===== config.mk =====
export PLATFORM = sky130hd
export DESIGN_NAME = clock_source_startup_timer
export DESIGN_NICKNAME = d
export VERILOG_FILES = /design/src/clock_startup_pkg.sv /design/src/startup_down_counter.sv /design/src/clock_source_startup_timer.sv
export SDC_FILE = /design/constraint.sdc
export NUM_CORES = 1
export LEC_CHECK = 0
export BUFFER_PORTS_ARGS = -buffer_cell sky130_fd_sc_hd__clkbuf_2
export CELL_PAD_IN_SITES_DETAIL_PLACEMENT = 0
export CELL_PAD_IN_SITES_GLOBAL_PLACEMENT = 1
export CORE_ASPECT_RATIO = 0.6
export CORE_MARGIN = 3
export CORE_UTILIZATION = 40
export CTS_CLUSTER_SIZE = 16
export DETAILED_ROUTE_END_ITERATION = 16
export PLACE_DENSITY_LB_ADDON = 0.1
export SLEW_MARGIN = 10
export SYNTH_ARGS = -nofsm -noshare
export SYNTH_HDL_FRONTEND = slang
export SYNTH_SLANG_ARGS = --single-unit

===== constraint.sdc =====
create_clock -name i_clock -period 4.45 [get_ports i_clock]
set_input_delay 0.2225 -clock i_clock [delete_from_list [all_inputs] [get_ports i_clock]]
set_output_delay 0.2225 -clock i_clock [all_outputs]
set_load 0.01 [all_outputs]

===== src/clock_startup_pkg.sv =====
// Constants and types shared by the clock source start-up sequencer
package clock_startup_pkg;

  // ****************************************
  // Register word indices on the slave port
  // ****************************************
  localparam logic [1:0] REG_STATUS = 2'h0;
  localparam logic [1:0] REG_TRIM = 2'h1;
  localparam logic [1:0] REG_FUSES = 2'h2;

  // ****************************************
  // Status and fuse register fields
  // ****************************************
  localparam int STAT_HOLD_BIT = 0;
  localparam int STAT_STATE_LSB = 1;
  localparam int STAT_FROM_RESET_BIT = 4;
  localparam int FUSE_SEL_LSB = 0;
  localparam int FUSE_STIME_LSB = 4;
  localparam int FUSE_DIV8_BIT = 6;
  localparam int FUSE_RSTDIS_BIT = 7;

  // ****************************************
  // Fuse codes, stored values (0 = programmed)
  // ****************************************
  localparam logic [3:0] SEL_RC_OSC = 4'h2;
  localparam logic [3:0] SHIPPED_SRC_SEL = 4'h2;
  localparam logic [1:0] SHIPPED_STIME = 2'h2;
  localparam logic SHIPPED_DIV8 = 1'b0;
  localparam logic FUSE_PROGRAMMED = 1'b0;
  localparam logic [1:0] STIME_RESERVED = 2'h3;

  // ****************************************
  // Start-up counts in clock cycles
  // ****************************************
  localparam int WAKE_CK_RC = 6;
  localparam int WAKE_CK_258 = 258;
  localparam int WAKE_CK_1K = 1024;
  localparam int WAKE_CK_16K = 16384;
  localparam int RESET_FIXED_CK = 14;
  localparam int WD_CYCLES_65MS = 8192;
  localparam int WD_CYCLES_4MS = 512;
  localparam int DIV8_LAST = 7;

  // ****************************************
  // Extra reset delay classes
  // ****************************************
  localparam logic [1:0] DLY_NONE = 2'h0;
  localparam logic [1:0] DLY_SHORT = 2'h1;
  localparam logic [1:0] DLY_LONG = 2'h2;

  typedef enum logic [2:0] {
    ST_START,
    ST_SRC,
    ST_FIXED,
    ST_WD,
    ST_RUN
  } seq_state_t;

endpackage


===== src/startup_down_counter.sv =====
// Loadable down counter advanced by a tick enable
`timescale 1ns/100ps
module startup_down_counter #(
  parameter int WIDTH = 16
) (
  input wire logic i_clock,
  input wire logic i_rst,
  input wire logic i_load,
  input wire logic [WIDTH-1:0] i_load_value,
  input wire logic i_tick,
  output logic o_zero
);

  typedef struct packed {
    logic [WIDTH-1:0] count;
    logic zero;
  } cnt_state_t;

  cnt_state_t s_r;
  cnt_state_t s_nxt;

  always_comb begin
    s_nxt = s_r;
    if (i_load) begin
      s_nxt.count = i_load_value;
      s_nxt.zero = (i_load_value == '0);
    end else if (i_tick && (s_r.count != '0)) begin
      s_nxt.count = s_r.count - 1'b1;
      s_nxt.zero = (s_r.count == {{(WIDTH-1){1'b0}}, 1'b1});
    end
  end

  always_ff @(posedge i_clock) begin
    if (i_rst) begin
      s_r <= '{count: '0, zero: 1'b1};
    end else begin
      s_r <= s_nxt;
    end
  end

  assign o_zero = s_r.zero;

endmodule


===== src/clock_source_startup_timer.sv =====
// Fuse decoded clock source selection and start-up delay sequencer
//
// Decided for this implementation: the register offsets and the Avalon-MM interface to the registers.
`timescale 1ns/100ps

module clock_source_startup_timer
  import clock_startup_pkg::*;
#(
  parameter int CNT_W = 16,
  parameter int WAKE_16K = WAKE_CK_16K,
  parameter int WD_LONG = WD_CYCLES_65MS
) (
  input wire logic i_clock,
  input wire logic i_rst,
  input wire logic [3:0] i_clock_source_select_fuses,
  input wire logic [1:0] i_startup_time_fuses,
  input wire logic i_divide_by_eight_fuse,
  input wire logic i_reset_pin_disable_fuse,
  input wire logic i_use_shipped_fuses,
  input wire logic [7:0] i_factory_cal,
  input wire logic i_wake,
  input wire logic i_src_tick,
  input wire logic i_wd_tick,
  input wire logic [1:0] i_avs_address,
  input wire logic i_avs_read,
  input wire logic i_avs_write,
  input wire logic [31:0] i_avs_writedata,
  input wire logic [3:0] i_avs_byteenable,
  output logic [31:0] o_avs_readdata,
  output logic o_avs_waitrequest,
  output logic o_cpu_hold,
  output logic o_sys_clk_en,
  output logic [7:0] o_rc_trim,
  output logic o_rc_osc_sel,
  output logic o_xtal_osc_sel,
  output logic [2:0] o_xtal_range
);

  // ****************************************
  // Decode helpers
  // ****************************************
  function automatic logic [CNT_W-1:0] wake_count(input logic [3:0] sel,
                                                  input logic [1:0] stime);
    logic [CNT_W-1:0] n;
    n = CNT_W'(WAKE_CK_RC);
    if (sel[3]) begin
      if (!sel[0] && !stime[1]) begin
        n = CNT_W'(WAKE_CK_258);
      end else if (!sel[0] || (stime == 2'h0)) begin
        n = CNT_W'(WAKE_CK_1K);
      end else begin
        n = CNT_W'(WAKE_16K);
      end
    end
    return n;
  endfunction

  function automatic logic [1:0] reset_delay(input logic [3:0] sel,
                                             input logic [1:0] stime,
                                             input logic rstdis);
    logic [1:0] d;
    d = DLY_NONE;
    if (sel[3]) begin
      case ({sel[0], stime})
        3'h0: d = DLY_SHORT;
        3'h1: d = DLY_LONG;
        3'h2: d = DLY_NONE;
        3'h3: d = DLY_SHORT;
        3'h4: d = DLY_LONG;
        3'h5: d = DLY_NONE;
        3'h6: d = DLY_SHORT;
        default: d = DLY_LONG;
      endcase
    end else begin
      case (stime)
        2'h0: d = (rstdis == FUSE_PROGRAMMED) ? DLY_SHORT : DLY_NONE;
        2'h1: d = DLY_SHORT;
        2'h2: d = DLY_LONG;
        STIME_RESERVED: d = DLY_LONG; // Reserved code: take the safe, longest wait
        default: d = DLY_LONG;
      endcase
    end
    return d;
  endfunction

  // ****************************************
  // State
  // ****************************************
  typedef struct packed {
    seq_state_t st;
    logic from_reset;
    logic hold;
    logic [2:0] div_cnt;
    logic sys_en;
    logic [7:0] trim;
    logic [3:0] sel;
    logic [1:0] stime;
    logic div8;
    logic rstdis;
    logic rc_sel;
    logic waitreq;
    logic [31:0] rdata;
  } top_state_t;

  top_state_t s_r;
  top_state_t s_nxt;
  logic cnt_load;
  logic [CNT_W-1:0] cnt_value;
  logic cnt_tick;
  logic cnt_zero;
  logic [1:0] dly;
  logic bus_req;

  startup_down_counter #(
    .WIDTH(CNT_W)
  ) u_counter (
    .i_clock(i_clock),
    .i_rst(i_rst),
    .i_load(cnt_load),
    .i_load_value(cnt_value),
    .i_tick(cnt_tick),
    .o_zero(cnt_zero)
  );

  // ****************************************
  // Next state
  // ****************************************
  always_comb begin
    s_nxt = s_r;
    cnt_load = 1'b0;
    cnt_value = '0;
    dly = reset_delay(s_r.sel, s_r.stime, s_r.rstdis);
    bus_req = i_avs_read || i_avs_write;
    // Delay phase counts the watchdog oscillator whatever source runs
    cnt_tick = (s_r.st == ST_WD) ? i_wd_tick : i_src_tick;

    case (s_r.st)
      ST_START: begin
        cnt_load = 1'b1;
        cnt_value = wake_count(s_r.sel, s_r.stime);
        s_nxt.st = ST_SRC;
      end
      ST_SRC: begin
        if (cnt_zero && s_r.from_reset) begin
          cnt_load = 1'b1;
          cnt_value = CNT_W'(RESET_FIXED_CK);
          s_nxt.st = ST_FIXED;
        end else if (cnt_zero) begin
          s_nxt.st = ST_RUN;
        end
      end
      ST_FIXED: begin
        if (cnt_zero && (dly == DLY_NONE)) begin
          s_nxt.st = ST_RUN;
        end else if (cnt_zero) begin
          cnt_load = 1'b1;
          cnt_value = (dly == DLY_LONG) ? CNT_W'(WD_LONG)
                                        : CNT_W'(WD_CYCLES_4MS);
          s_nxt.st = ST_WD;
        end
      end
      ST_WD: begin
        if (cnt_zero) begin
          s_nxt.st = ST_RUN;
        end
      end
      ST_RUN: begin
        if (i_wake) begin
          s_nxt.from_reset = 1'b0;
          s_nxt.st = ST_START;
        end
      end
      default: begin
        s_nxt.st = ST_START;
      end
    endcase
    s_nxt.hold = (s_nxt.st != ST_RUN);

    // Programmed divide fuse passes every eighth source tick
    s_nxt.sys_en = 1'b0;
    if (i_src_tick) begin
      s_nxt.div_cnt = s_r.div_cnt + 3'h1;
      if (s_r.div8 == FUSE_PROGRAMMED) begin
        s_nxt.sys_en = (s_r.div_cnt == 3'(DIV8_LAST));
      end else begin
        s_nxt.sys_en = 1'b1;
      end
    end

    // One wait cycle per access keeps the read mux off the bus path
    s_nxt.waitreq = 1'b1;
    if (bus_req && s_r.waitreq) begin
      s_nxt.waitreq = 1'b0;
      s_nxt.rdata = '0;
      case (i_avs_address)
        REG_STATUS: begin
          s_nxt.rdata[STAT_HOLD_BIT] = s_r.hold;
          s_nxt.rdata[STAT_STATE_LSB +: 3] = s_r.st;
          s_nxt.rdata[STAT_FROM_RESET_BIT] = s_r.from_reset;
        end
        REG_TRIM: s_nxt.rdata[7:0] = s_r.trim;
        REG_FUSES: begin
          s_nxt.rdata[FUSE_SEL_LSB +: 4] = s_r.sel;
          s_nxt.rdata[FUSE_STIME_LSB +: 2] = s_r.stime;
          s_nxt.rdata[FUSE_DIV8_BIT] = s_r.div8;
          s_nxt.rdata[FUSE_RSTDIS_BIT] = s_r.rstdis;
        end
        default: s_nxt.rdata = '0;
      endcase
    end
    if (i_avs_write && !s_r.waitreq && i_avs_byteenable[0]
        && (i_avs_address == REG_TRIM)) begin
      s_nxt.trim = i_avs_writedata[7:0];
    end
  end

  // ****************************************
  // Registers
  // ****************************************
  always_ff @(posedge i_clock) begin
    if (i_rst) begin
      s_r.st <= ST_START;
      s_r.from_reset <= 1'b1;
      s_r.hold <= 1'b1;
      s_r.div_cnt <= 3'h0;
      s_r.sys_en <= 1'b0;
      s_r.trim <= i_factory_cal;
      // Fuses are sampled while reset holds, so a change is seen only on reset
      if (i_use_shipped_fuses) begin
        s_r.sel <= SHIPPED_SRC_SEL;
        s_r.stime <= SHIPPED_STIME;
        s_r.div8 <= SHIPPED_DIV8;
        s_r.rstdis <= ~FUSE_PROGRAMMED;
        s_r.rc_sel <= (SHIPPED_SRC_SEL == SEL_RC_OSC);
      end else begin
        s_r.sel <= i_clock_source_select_fuses;
        s_r.stime <= i_startup_time_fuses;
        s_r.div8 <= i_divide_by_eight_fuse;
        s_r.rstdis <= i_reset_pin_disable_fuse;
        // Decoded once here so the select output leaves a flop
        s_r.rc_sel <= (i_clock_source_select_fuses == SEL_RC_OSC);
      end
      s_r.waitreq <= 1'b1;
      s_r.rdata <= 32'h0;
    end else begin
      s_r <= s_nxt;
    end
  end

  // ****************************************
  // Outputs
  // ****************************************
  assign o_avs_readdata = s_r.rdata;
  assign o_avs_waitrequest = s_r.waitreq;
  assign o_cpu_hold = s_r.hold;
  assign o_sys_clk_en = s_r.sys_en;
  assign o_rc_trim = s_r.trim;
  assign o_rc_osc_sel = s_r.rc_sel;
  assign o_xtal_osc_sel = s_r.sel[3];
  assign o_xtal_range = s_r.sel[3:1];

endmodule


After elaboration in Yosys (flattened, before gate mapping) --
Index checks and enable logic that the tools add are counted.
Word-level totals: bits of input ports 62, register bits after elaboration 52, logic and storage cells 95, output and inout bits 48
Operators by class: add/sub/neg operators 2, bitwise operators 1, eq/ne operators 18, muxes and demuxes 32, reduce and logical (&&, ||, !) cells 27
Operators with widths (count):
- 50-bit 2-to-1 mux | 1
- 15-bit 2-to-1 mux | 3
- 15-bit case mux with 3 select lines | 1
- 14-bit 2-to-1 mux | 3
- 17-bit 2-to-1 mux | 2
- 33-bit 2-to-1 mux | 1
- 16-bit by 1-bit == test with 1-bit output, second input constant | 1
- 16-bit zero test | 1
- 16-bit nonzero test | 1
- 16-bit by 1-bit subtractor with 16-bit output, second input constant | 1
- 3-bit case mux with 5 select lines | 1
- 5-bit case mux with 3 select lines | 1
- 3-bit by 2-bit == test with 1-bit output, second input constant | 4
- 3-bit == test, second input constant | 4
- 3-bit 2-to-1 mux | 4
- 9-bit 2-to-1 mux | 1
- 2-bit == test, second input constant | 4
- 1-bit logical AND | 8
- 4-bit 2-to-1 mux | 2
- 8-bit 2-to-1 mux | 1
- 2-bit zero test | 3
- 3-bit zero test | 2
- 1-bit 2-to-1 mux | 6
- 2-bit case mux with 3 select lines | 1
- other kinds (16) | 23

Logic depth before layout (Yosys ltp) --
Gate-level depths: netlist (run 1).
depth after elaboration 11, mapped depth 7, gate-level depth less buffers 7

Cells and area by module --
From an unflattened synthesis (run 1), not the netlist that was laid out.
Unflattened totals: cells, all modules 352, area, all modules 3244.4 um2
By module, submodules not included:
- clock_source_startup_timer | cells an instance 213, area each 2110.8 um2, times used 1, seq. area each 870.8 um2
- startup_down_counter | cells an instance 139, area each 1133.6 um2, times used 1, seq. area each 340.3 um2

Worst setup path before layout (run 1) --
Ideal clock, no wire load.
kind reg-to-reg, from reg u_counter.s_r[5] (netlist name), to reg u_counter.s_r[16] (netlist name), arrival time 2192 ps, stages on the path, launching flop included 6, setup time 68 ps, period minus slack after synthesis 2259 ps, buffers on the path 0, setup slack 2191 ps, required time 4382 ps, path through dfxtp_1 -> or4_4 -> or4_4 -> nor4_4 -> or3b_1 -> a21oi_2
On the way: word-level cells in the longest chain between the ends 3, elaborated cells on any way between the ends 6, classes of those cells 1 x add/sub; 2 x mux; 3 x reduce/logical
Ends and longest elaborated chain:
- start, declared | RTL line startup_down_counter.sv:19 | cnt_state_t s_r;
- start signal, assigned | RTL line startup_down_counter.sv:35 | s_r <= '{count: '0, zero: 1'b1};
- start signal, assigned | RTL line startup_down_counter.sv:37 | s_r <= s_nxt;
- 16-bit by 1-bit subtractor with 16-bit output / 16-bit nonzero test (equally long branches) | RTL line startup_down_counter.sv:28, startup_down_counter.sv:27
- 17-bit 2-to-1 mux / 1-bit logical AND (equally long branches) | RTL line startup_down_counter.sv:27 | end else if (i_tick && (s_r.count != '0)) begin
- 17-bit 2-to-1 mux / 2-bit nonzero test (equally long branches)
Parallel ways exist; a longest one is shown, timed or not. The select of a mux whose other input is x is not followed. A chain may end at the register's enable or synchronous reset.

Final worst setup path (run 1) --
from reg u_counter.s_r[5] (netlist name), to reg u_counter.s_r[3] (netlist name)
On the way: word-level cells in the longest chain between the ends 3
Ends and longest elaborated chain (RTL line):
- 16-bit nonzero test | startup_down_counter.sv:27
- 1-bit logical AND | startup_down_counter.sv:27
- 2-bit nonzero test (no source line)
No other way between the ends.

==> results.md, run 1 <==
* Cell count after synthesis at 310
* DR vias at 2,286
* Combinational Power Share at 23.8%
* Die W at 118 um
* VDD IR max at about 0.15 mV
* CTS tree: yes
* Crit path max fanout at 9
* Setup TNS at 0 ns
* Num Clock Sinks at 52
* Final Slew Violations at 0
* Reg area at 1210 um^2
* Cells along the critical path: or4_4 > nor4_2 > a31oi_1 > a31o_2 > a221oi_2
* H-tree depth at 2
* CP peak stage delay at 0.58 ns
* Cell Area, Synth at between 3000 and 4000 um^2
* Flop pwr share at 43.2%
* Status: finished, final reports clean
* Reg-to-reg critical path endpoint: u_counter.s_r[3]$_SDFFE_PP0P_
* Root buf cell: clkbuf_16
* CP required at 4.66 ns
* Max-cap violation count at 0
* Synth cell types at 61
* Synth Area in Simple Gates at between 10% and 20%
* # rows at 23
* Worst skew pair latency at 0.29 ns
* RSZ-0062 raised after global routing: no
* XOR/XNOR Fraction of Synth Area at under 10%
* PD cells at roughly 400 nW/um^2
* Area post-placement at ~3100 um^2
* Placer Congestion at 0.822
* Final ANT Viol Nets at 0
* Post-synthesis mux area share at 5.39%
* WHS Endpoint: s_nxt[37]$_SDFFCE_PP1P_
* Area of the core at around 7000 um^2
* Slew headroom at 21.6%
* Fin. Hold Viols at 0
* Drt pass-1 iters at 4
* Warning count from the yosys run at 0
* Die H at 73.3 um
* Psw at 0.395 mW
* Largest net degree at the start of global routing at 44
* Critical Path Source Type: register
* 1st-iter DRT viols at between 200 and 250
* Clk_skew at around 0.0032 ns
* Setup Crit Path Kind: register to register
* Critical path arrival at 2.77 ns
* # resized after CTS at 0
* Adder-Cell Fraction of Synth Area at roughly 3.3%
* Area Overhead vs Synth at 9.63%
* Multi-input gate area at 1470 um^2
* Worst R2R Setup Slack at 1.89 ns
* CTS Buf Count at 5
* WL per Instance at 15.7 um
* Hold Path Origin: i_startup_time_fuses[1]
* Final WL at 6.91 mm
* Leakage at 1.37 nW
* Worst min-delay path class: input pin to register
* Hold depth at 2
* Hold-fix buffers at CTS at 0
* Asr flop ratio synth at 0%
* Tightest Pin Transition at 1.17 ns
* Layout cells sized above 1 at 28.7%
* Setup violators final at 0
* Sequential-to-total area share from yosys stat at 40.2%
* Dpl hpwl at just over 5 mm
* Combinational family with the most area after synthesis: simple AND/OR/NAND/NOR gates
* Max Freq at 391 MHz
* RR Startpoint: u_counter.s_r[5]$_SDFFE_PP0P_
* Tmin final at 2.56 ns
* ANT cells at 0
* Clock transition at path regs at 0.07 ns
* Setup Buffers After CTS at 0
* GRT overflow at 0
* Total track usage at 16.5%
* Slowest stage cell, crit path: or4_4
* Clock Path Buffers at 2
* # DRC at 0
* Most used DFF post-synth: dfxtp_1
* EDFF count, synth at 17
* Syn avg cell area at 9.73 um^2
* Finished Cell Area at 3310 um^2
* Synth Area in Compound Gates at about 15%
* Filler Cell Count at roughly 680
* Synth Register Bits at 52
* Total chip power at 1.32 mW
* Vias in the first global route at 2,203
* # IOs at 110
* Drt via density at slightly above 5
* Clock Power Share at 33.0%
* # port buffers at 58
* R2R depth at 5
* Starting Density at 43.1%
* CP endpoint kind: register
* First-pass GRT wire length at 11.3 mm
* Int Pwr at 0.926 mW
* Switching part of the total power at 29.9%
* Die Footprint at 8650 um^2
* Fin nets at between 400 and 500
* Final Cycle Share at between 50% and 60%
* Antenna violations before repair at 0
==> Yosys cell counts (3+ instances only) <==
library cell   n  share of area [%]
inv_1          9                1.1
buf_1          3               0.37
edfxtp_1      17                 17
buf_4         43                 11
or4_1          3               0.75
nand3b_1       3               0.75
o21ai_0        3               0.50
a2111oi_0      5                1.5
nor2_1        31                3.9
o22ai_1        4               0.83
nor2b_1        6                1.2
dfxtp_1       35                 23
nor4_1         3               0.62
nor4b_1        3               0.87
a21oi_1        9                1.5
mux2_2        10                3.7
a222oi_1       6                2.0
nand3_1        3               0.50
a22oi_1        8                2.0
nor3_1         6                1.0
mux2i_1        5                1.7
nand2_1        9                1.1
a211oi_1       3               0.75
clkbuf_1      13                1.6
nor4bb_1       3                1.0
ha_1           8                3.3
or2_2          7                1.5
xnor2_1       10                2.9
a21o_1         4                1.0
==> power groups by stage <==
stage | sequential, mW | clock (mW) | combinational (mW)
after global routing | 0.577 | 0.473 | 0.350
after global placement | 0.579 | 0 | 0.311
after floorplan | 0.557 | 0 | 0.272
after detailed placement | 0.580 | 0 | 0.311
after CTS | 0.570 | 0.452 | 0.313
final | 0.571 | 0.436 | 0.315
==> state kept, by name, summed over array words and instances, names as in the netlist <==
signal	count
o_rc_trim	8
o_avs_readdata	8
o_rc_osc_sel	1
s_r	7
o_cpu_hold	1
o_xtal_range	2
u_counter.o_zero	1
u_counter.s_r	16
o_sys_clk_en	1
o_xtal_osc_sel	1
s_nxt	5
o_avs_waitrequest	1
==> cell usage in the layout (no fill, tap or decap), types with 6 or more instances in the layout <==
cell      Yosys  final
conb_1        1     24
xnor2_1      10     10
dfxtp_1      35     35
or2_2         7      7
nor3_1        6      6
nand2_1       9      9
a222oi_1      6      6
edfxtp_1     17     17
a21oi_1       9      9
ha_1          8      8
a22oi_1       8      8
clkbuf_2      0     58
mux2_2       10     10
nor2_1       31     31
nor2b_1       6      6
inv_1         9      9
==> critical path: cells and delay by family (launching register included) <==
kind	cells	cell delay, ns
AND/OR/NAND/NOR	2	1.13
flip-flops	1	0.35
AO/OA/AOI/OAI	3	0.99
==> per-stage QoR <==
stage | utilization (%) | setup slack [ns] | instances | hold WS [ns]
after floorplan | - | 2.19 | 333 | 0.335
after global placement | 44.9 | 1.89 | 433 | 0.472
after detailed placement | 44.9 | 1.92 | 433 | 0.483
after CTS | 47.3 | 1.89 | 441 | 0.187
after global routing | 47.3 | 1.66 | 441 | 0.196
final | 47.3 | 1.89 | 441 | 0.192
==> metal layers <==
metal / global-route usage (%) / up-vias / part of all wire [%]
li1: - / 1121 / -
met1: 26.8 / 1080 / 56
met2: 20.7 / 80 / 36
met3: 4.38 / 5 / 7.2
met4: 4.42 / 0 / 0.69
met5: 0 / - / 0
==> logic make-up after synthesis <==
group | count (synthesis)
mux | 15
flops | 52
buf+inv | 68
compound gates | 61
simple gates | 94
other cells | 1
fa+ha+maj | 8
xor+xnor | 11
==> area by class of cell <==
class,instances,share of cell area [%]
repair buffers,59,9.01
multi-input cells,213,44.6
well taps,100,3.79
inverters,9,1.02
clock inverters,2,1.06
flip-flops and latches,52,36.6
clock buffers,6,3.90
==> how the worst max path moves through the flow <==
stage                                        from                        endpoint  slack (ns)  depth (start not counted)
floorplan           u_counter.s_r[5]$_SDFFE_PP0P_  u_counter.s_r[16]$_SDFFE_PP0P_        2.19                          5
global placement     o_xtal_osc_sel$_SDFFCE_PP0P_  u_counter.s_r[15]$_SDFFE_PP0P_        1.89                          5
detailed placement   o_xtal_osc_sel$_SDFFCE_PP0P_  u_counter.s_r[15]$_SDFFE_PP0P_        1.92                          5
CTS                  o_xtal_osc_sel$_SDFFCE_PP0P_  u_counter.s_r[15]$_SDFFE_PP0P_        1.89                          5
global route         o_xtal_osc_sel$_SDFFCE_PP0P_  u_counter.s_r[15]$_SDFFE_PP0P_        1.66                          5
finish              u_counter.s_r[5]$_SDFFE_PP0P_   u_counter.s_r[3]$_SDFFE_PP0P_        1.89                          5
Power figures use the tool's default switching activity.
==> run 2, diff against run 1 <==
--- a/config.mk
+++ b/config.mk
@@ -10,7 +10,7 @@
 export CELL_PAD_IN_SITES_GLOBAL_PLACEMENT = 1
 export CORE_ASPECT_RATIO = 0.6
 export CORE_MARGIN = 3
-export CORE_UTILIZATION = 40
+export CORE_UTILIZATION = 37
 export CTS_CLUSTER_SIZE = 16
 export DETAILED_ROUTE_END_ITERATION = 16
 export PLACE_DENSITY_LB_ADDON = 0.1
==> constraint.sdc (replaced) <==
create_clock -name i_clock -period 2.6 [get_ports i_clock]
set_input_delay 0.13 -clock i_clock [delete_from_list [all_inputs] [get_ports i_clock]]
set_output_delay 0.13 -clock i_clock [all_outputs]
set_load 0.01 [all_outputs]
==> results.md, run 2 (synthesized netlist as in run 1, its figures left out) <==
* Placer Congestion at approximately 0.77
* Num Clock Sinks at 52
* PD cells at 660 nW/um^2
* Final Cycle Share at between 90% and 100%
* # resized after CTS at 0
* CP required at 2.83 ns
* Leakage at between 1 and 1.5 nW
* Area of the core at 7570 um^2
* Reg area at 1210 um^2
* Most frequent cells in the layout: clkbuf_2, dfxtp_1, nor2_1
* Tightest Pin Transition at 1.12 ns
* Drt via density at about 5
* Hold-fix buffers at CTS at 0
* CP endpoint kind: register
* Final Slew Violations at 0
* Setup violators final at 0
* Max Freq at 418 MHz
* Clk_skew at 0.00801 ns
* Setup TNS at 0 ns
* Critical path arrival at 2.62 ns
* Most flop-heavy register: u_counter.s_r
* Root buf cell: clkbuf_16
* # IOs at 110
* Slew headroom at approximately a quarter
* H-tree depth at 2
* Die Footprint at between 9000 and 10,000 um^2
* Final ANT Viol Nets at 0
* Crit path max fanout at 5
* Cells along the critical path: or4_4 > or4_4 > nor4_4 > or3b_1 > a21oi_2
* Top cell by count, worst path: or4_4
* Reg-to-reg critical path endpoint: u_counter.s_r[16]$_SDFFE_PP0P_
* Max reg flops at 16
* 1st-iter DRT viols at 234
* Fin nets at 423
* # rows at 24
* CTS tree: yes
* Hold Path Origin: i_startup_time_fuses[1]
* Final WL at 7.29 mm
* WL per Instance at 15.9 um
* RSZ-0062 raised after global routing: no
* Die H at 75.9 um
* Hold depth at 2
* Drt pass-1 iters at 5
* DR vias at 2,331
* Max-cap violation count at 0
* VDD IR max at approximately 0.28 mV
* R2R depth at 5
* Filler Cell Count at slightly below 800
* First-pass GRT wire length at 11.8 mm
* # port buffers at 58
* ANT cells at 0
* Slowest stage cell, crit path: or4_4
* Layout cells sized above 1 at a little under a third
* Clock Path Buffers at 2
* WP buf/inv at 0
* Dpl hpwl at 5.65 mm
* GRT overflow at 0
* CP delay by family, top: simple AND/OR/NAND/NOR gates
* WHS Endpoint: s_nxt[37]$_SDFFCE_PP1P_
* Setup Buffers After CTS at 0
* Status: finished, final reports clean
* Starting Density at 39.8%
* # DRC at 0
* RR Startpoint: u_counter.s_r[5]$_SDFFE_PP0P_
* Fin. Hold Viols at 0
* Worst min-delay path class: input pin to register
* Most common cell after layout, fill and taps aside: clkbuf_2
* Critical Path Source Type: register
* Dpl cells at 450
* Vias in the first global route at 2,192
* Tmin final at 2.39 ns
* Total track usage at between 10% and 20%
* Clock transition at path regs at 0.06 ns
* Multi-input gate area at 1470 um^2
* Die W at approximately 120 um
* Post-route insts no fill at between 400 and 500
* Worst R2R Setup Slack at 0.21 ns
* Setup Crit Path Kind: register to register
* CP peak stage delay at about 0.58 ns
* CTS Buf Count at 5
* Largest net degree at the start of global routing at 44
* Area Overhead vs Synth at 12.4%
* Antenna violations before repair at 0
* Worst skew pair latency at 0.30 ns
-- run 2: cell types whose count changed in the layout (fill, tap and decap cells not counted), sizes merged --
cell      previous run  this run
buf                  1        14
clkinvlp             0         2
bufinv               1         0
clkbuf              64        63
-- run 2: per-layer routing --
metal	share of wire [%]	wire [um]	vias up	track usage [%]
li1	-	-	1154	-
met1	56	4050	1084	27.4
met2	35	2570	89	19.5
met3	8.5	617	4	4.17
met4	0.69	50	0	3.35
met5	0	0	-	0
-- run 2: how the worst max path moves through the flow --
stage | startpoint | to | slack (ns) | cells after the start
after floorplan | u_counter.s_r[5]$_SDFFE_PP0P_ | u_counter.s_r[16]$_SDFFE_PP0P_ | 0.34 | 5
after global placement | u_counter.s_r[5]$_SDFFE_PP0P_ | u_counter.s_r[16]$_SDFFE_PP0P_ | 0.24 | 5
after detailed placement | u_counter.s_r[5]$_SDFFE_PP0P_ | u_counter.s_r[16]$_SDFFE_PP0P_ | 0.22 | 5
after CTS | u_counter.s_r[5]$_SDFFE_PP0P_ | u_counter.s_r[16]$_SDFFE_PP0P_ | 0.20 | 5
after global routing | u_counter.s_r[5]$_SDFFE_PP0P_ | u_counter.s_r[16]$_SDFFE_PP0P_ | 0.11 | 5
final | u_counter.s_r[5]$_SDFFE_PP0P_ | u_counter.s_r[16]$_SDFFE_PP0P_ | 0.21 | 5
-- run 2: metrics by stage --
stage               setup WS (ns)  instance area [um^2]  total power, mW  utilization (%)  hold slack, ns
floorplan                   0.341                  3100             1.42                -           0.242
global placement            0.241                  3240             1.59             42.9           0.389
detailed placement          0.221                  3240             1.58             42.9           0.395
CTS                         0.201                  3390             2.25             44.8          0.0864
global route                0.105                  3390             2.36             44.8          0.0971
finish                      0.208                  3390             2.24             44.8          0.0957
-- run 2: layout make-up --
type	count	area share [%]
sequential	52	35.7
timing repair buffer	72	11.7
tap	104	3.84
multi-input combinational	213	43.5
clock inverter	3	0.554
clock buffer	5	3.69
inverter	9	0.997
-- run 2: where the power goes --
| group | total [mW] | internal (mW) | switching [mW] |
|---|---|---|---|
| combinational | 0.621 | 0.270 | 0.351 |
| clock | 0.660 | 0.354 | 0.306 |
| sequential | 0.955 | 0.902 | 0.0525 |
| total | 2.24 | 1.53 | 0.710 |
==> run 3, diff against run 2 <==
--- a/config.mk
+++ b/config.mk
@@ -5,12 +5,13 @@
 export SDC_FILE = /design/constraint.sdc
 export NUM_CORES = 1
 export LEC_CHECK = 0
+export ABC_AREA = 1
 export BUFFER_PORTS_ARGS = -buffer_cell sky130_fd_sc_hd__clkbuf_2
 export CELL_PAD_IN_SITES_DETAIL_PLACEMENT = 0
 export CELL_PAD_IN_SITES_GLOBAL_PLACEMENT = 1
 export CORE_ASPECT_RATIO = 0.6
 export CORE_MARGIN = 3
-export CORE_UTILIZATION = 37
+export CORE_UTILIZATION = 35
 export CTS_CLUSTER_SIZE = 16
 export DETAILED_ROUTE_END_ITERATION = 16
 export PLACE_DENSITY_LB_ADDON = 0.1
==> results.md, run 3 <==
* Synth cell types at 39
* Most used DFF post-synth: dfxtp_1
* Synth area leaders: dfxtp_1, edfxtp_1, nand2_1
* DR vias at 2,614
* Num Clock Sinks at 52
* ANT cells at 0
* Drt pass-1 iters at 4
* Tmin final at between 1.5 and 2 ns
* Reg-to-reg critical path endpoint: u_counter.s_r[11]$_SDFFE_PP0P_
* Asr flop ratio synth at 0%
* Die Footprint at 10,300 um^2
* Fin nets at 534
* Dpl hpwl at between 6 and 7 mm
* # rows at 26
* Fin. Hold Viols at 0
* CP required at 2.76 ns
* Worst min-delay path class: input pin to register
* Hold depth at 3
* RSZ-0062 raised after global routing: no
* Pre-CTS WS at 0.663 ns
* # IOs at 110
* Clock Path Buffers at 2
* GRT overflow at 0
* First-pass GRT wire length at approximately 12 mm
* Layout cells sized above 1 at 20.6%
* Final ANT Viol Nets at 0
* Die W at 129 um
* # DRC at 0
* # port buffers at 58
* Syn avg cell area at 7.49 um^2
* Area Overhead vs Synth at 9.48%
* Crit path max fanout at 14
* Final worst slack at 0.653 ns
* 1st-iter DRT viols at 119
* Die H at 79.9 um
* Cell Area, Synth at 3180 um^2
* Slew headroom at 64.4%
* CTS Buf Count at 5
* Critical path launch point: u_counter.s_r[1]$_SDFFE_PP0P_
* CP endpoint kind: register
* Leakage at ~1.7 nW
* R2R depth at 11
* Most common cell after layout, fill and taps aside: nand2_1
* Setup Crit Path Kind: register to register
* WL per Instance at approximately 13 um
* Antenna violations before repair at 0
* Synth Register Bits at 52
* Most flop-heavy register: u_counter.s_r
* Vias in the first global route at about 2,400
* Hold-fix buffers at CTS at 0
* EDFF count, synth at 17
* Multi-input gate area at 1540 um^2
* RR Startpoint: u_counter.s_r[1]$_SDFFE_PP0P_
* Hold Path Origin: i_avs_writedata[5]
* Drt via density at 4.53
* Max Freq at 514 MHz
* H-tree depth at 2
* Setup TNS at 0 ns
* Top cell by count, worst path: nand2_1
* Final Cycle Share at 74.9%
* Max-cap violation count at 0
* Worst R2R Setup Slack at ~0.65 ns
* Area of the core at around 8700 um^2
* Root buf cell: clkbuf_16
* Clock transition at path regs at 0.07 ns
* Slowest stage cell, crit path: dfxtp_1
* Filler Cell Count at between 900 and 1,000
* Count leader, synth: nand2_1
* Cells along the critical path: inv_1 > ha_1 > nand2_2 > nor2_4 > nand2_1 > nand2_2 > inv_1 > nand2_1 > nand3_1 > nand2_1 > a21oi_1
* Largest net degree at the start of global routing at 35
* CTS tree: yes
* WHS Endpoint: o_rc_trim[5]$_DFFE_PP_
* Placer Congestion at about 0.80
* Most frequent cells in the layout: nand2_1, clkbuf_2, nor2_1
* Yosys top cell by area: dfxtp_1
* Worst skew pair latency at 0.29 ns
* Sequential-to-total area share from yosys stat at about two fifths
* Total track usage at 15.4%
* VDD IR max at 0.281 mV
* Setup violators final at 0
* Critical Path Source Type: register
* Status: finished, final reports clean
* Tightest Pin Transition at 0.533 ns
* Cell count after synthesis at 425
* CP peak stage delay at 0.33 ns
* Final WL at between 7 and 8 mm
* Setup Buffers After CTS at 0
* Reg area at 1210 um^2
* Warning count from the yosys run at 0
* Starting Density at a little over a third
* PD cells at 787 nW/um^2
* Commonest cells post-synth: nand2_1, nor2_1, buf_4
* Yosys top cell area share at around 22%
* Clk_skew at about 0.0084 ns
* Final Slew Violations at 0
* Max reg flops at 16
* # resized after CTS at 0
* Critical path arrival at 2.11 ns
run 3: cell types whose count changed in the layout (fill, tap and decap cells not counted), moves of 6 or more:
cell / delta
a222oi_1: -6
a21oi_1: +7
a22oi_1: -8
inv_1: +20
buf_4: -10
nand4_1: +7
nor2_1: +21
nor2b_1: -6
nand2_1: +102
mux2_2: -10
nand3_1: +29
run 3: cells by family (layout without fill, tap and decap cells):
logic type | after synthesis | after routing | share of synthesized area (%)
other | 1 | 24 | 0.118
adder cells (fa/ha/maj) | 8 | 8 | 3.15
flip-flops | 52 | 52 | 38.1
buffers and inverters | 89 | 106 | 16.3
AND/OR/NAND/NOR | 232 | 232 | 33.3
AO/OA/AOI/OAI | 32 | 32 | 6.02
XOR/XNOR | 11 | 11 | 3.03
run 3: metrics by stage:
stage                     cells  total power [mW]  cell area (um^2)  util [%]  hold WS [ns]
final                       577              2.74              3480      40.1        0.0999
after global routing        577              2.96              3480      40.1        0.0980
after CTS                   577              2.76              3480      40.1        0.0960
after detailed placement    569              2.11              3340      38.5         0.403
after global placement      569              2.10              3340      38.5         0.395
after floorplan             448              1.92              3270         -         0.242
run 3: power breakdown:
group | leakage, nW | total (mW) | internal, mW | switching, mW
Clock | 0.0672 | 0.653 | 0.350 | 0.303
Combinational | 1.15 | 1.05 | 0.375 | 0.674
Sequential | 0.454 | 1.04 | 0.941 | 0.0971
Total | 1.68 | 2.74 | 1.67 | 1.07
run 3: how the worst max path moves through the flow:
stage	end	cells past startpoint
after CTS	u_counter.s_r[11]$_SDFFE_PP0P_	11
after global routing	u_counter.s_r[9]$_SDFFE_PP0P_	11
after floorplan	o_rc_trim[0]$_DFFE_PP_	5
after detailed placement	u_counter.s_r[11]$_SDFFE_PP0P_	11
final	u_counter.s_r[11]$_SDFFE_PP0P_	11
after global placement	u_counter.s_r[11]$_SDFFE_PP0P_	11
run 3: metal layers:
| metal | wire [um] | global-route usage, % | part of all wire (%) |
|---|---|---|---|
| met5 | 0 | 0 | 0 |
| met4 | 53 | 3.46 | 0.70 |
| met3 | 364 | 3.74 | 4.8 |
| met2 | 2740 | 19.6 | 36 |
| met1 | 4420 | 24.9 | 58 |
run 3: final cells by class:
cell class,count,share of cell area [%]
multi-input combinational,307,44.1
clock buffer,5,3.59
clock inverter,3,0.395
timing repair buffer,62,9.20
sequential,52,34.8
tap,112,4.02
inverter,36,3.88
run 3: critical path: cells and delay by family, from the launching register on:
family / cells / cell delay, ns
buffers and inverters: 2 / 0.31
AOI/OAI and AO/OA: 1 / 0.05
and+or+nand+nor: 7 / 0.91
DFF: 1 / 0.33
adders and majority gates: 1 / 0.21
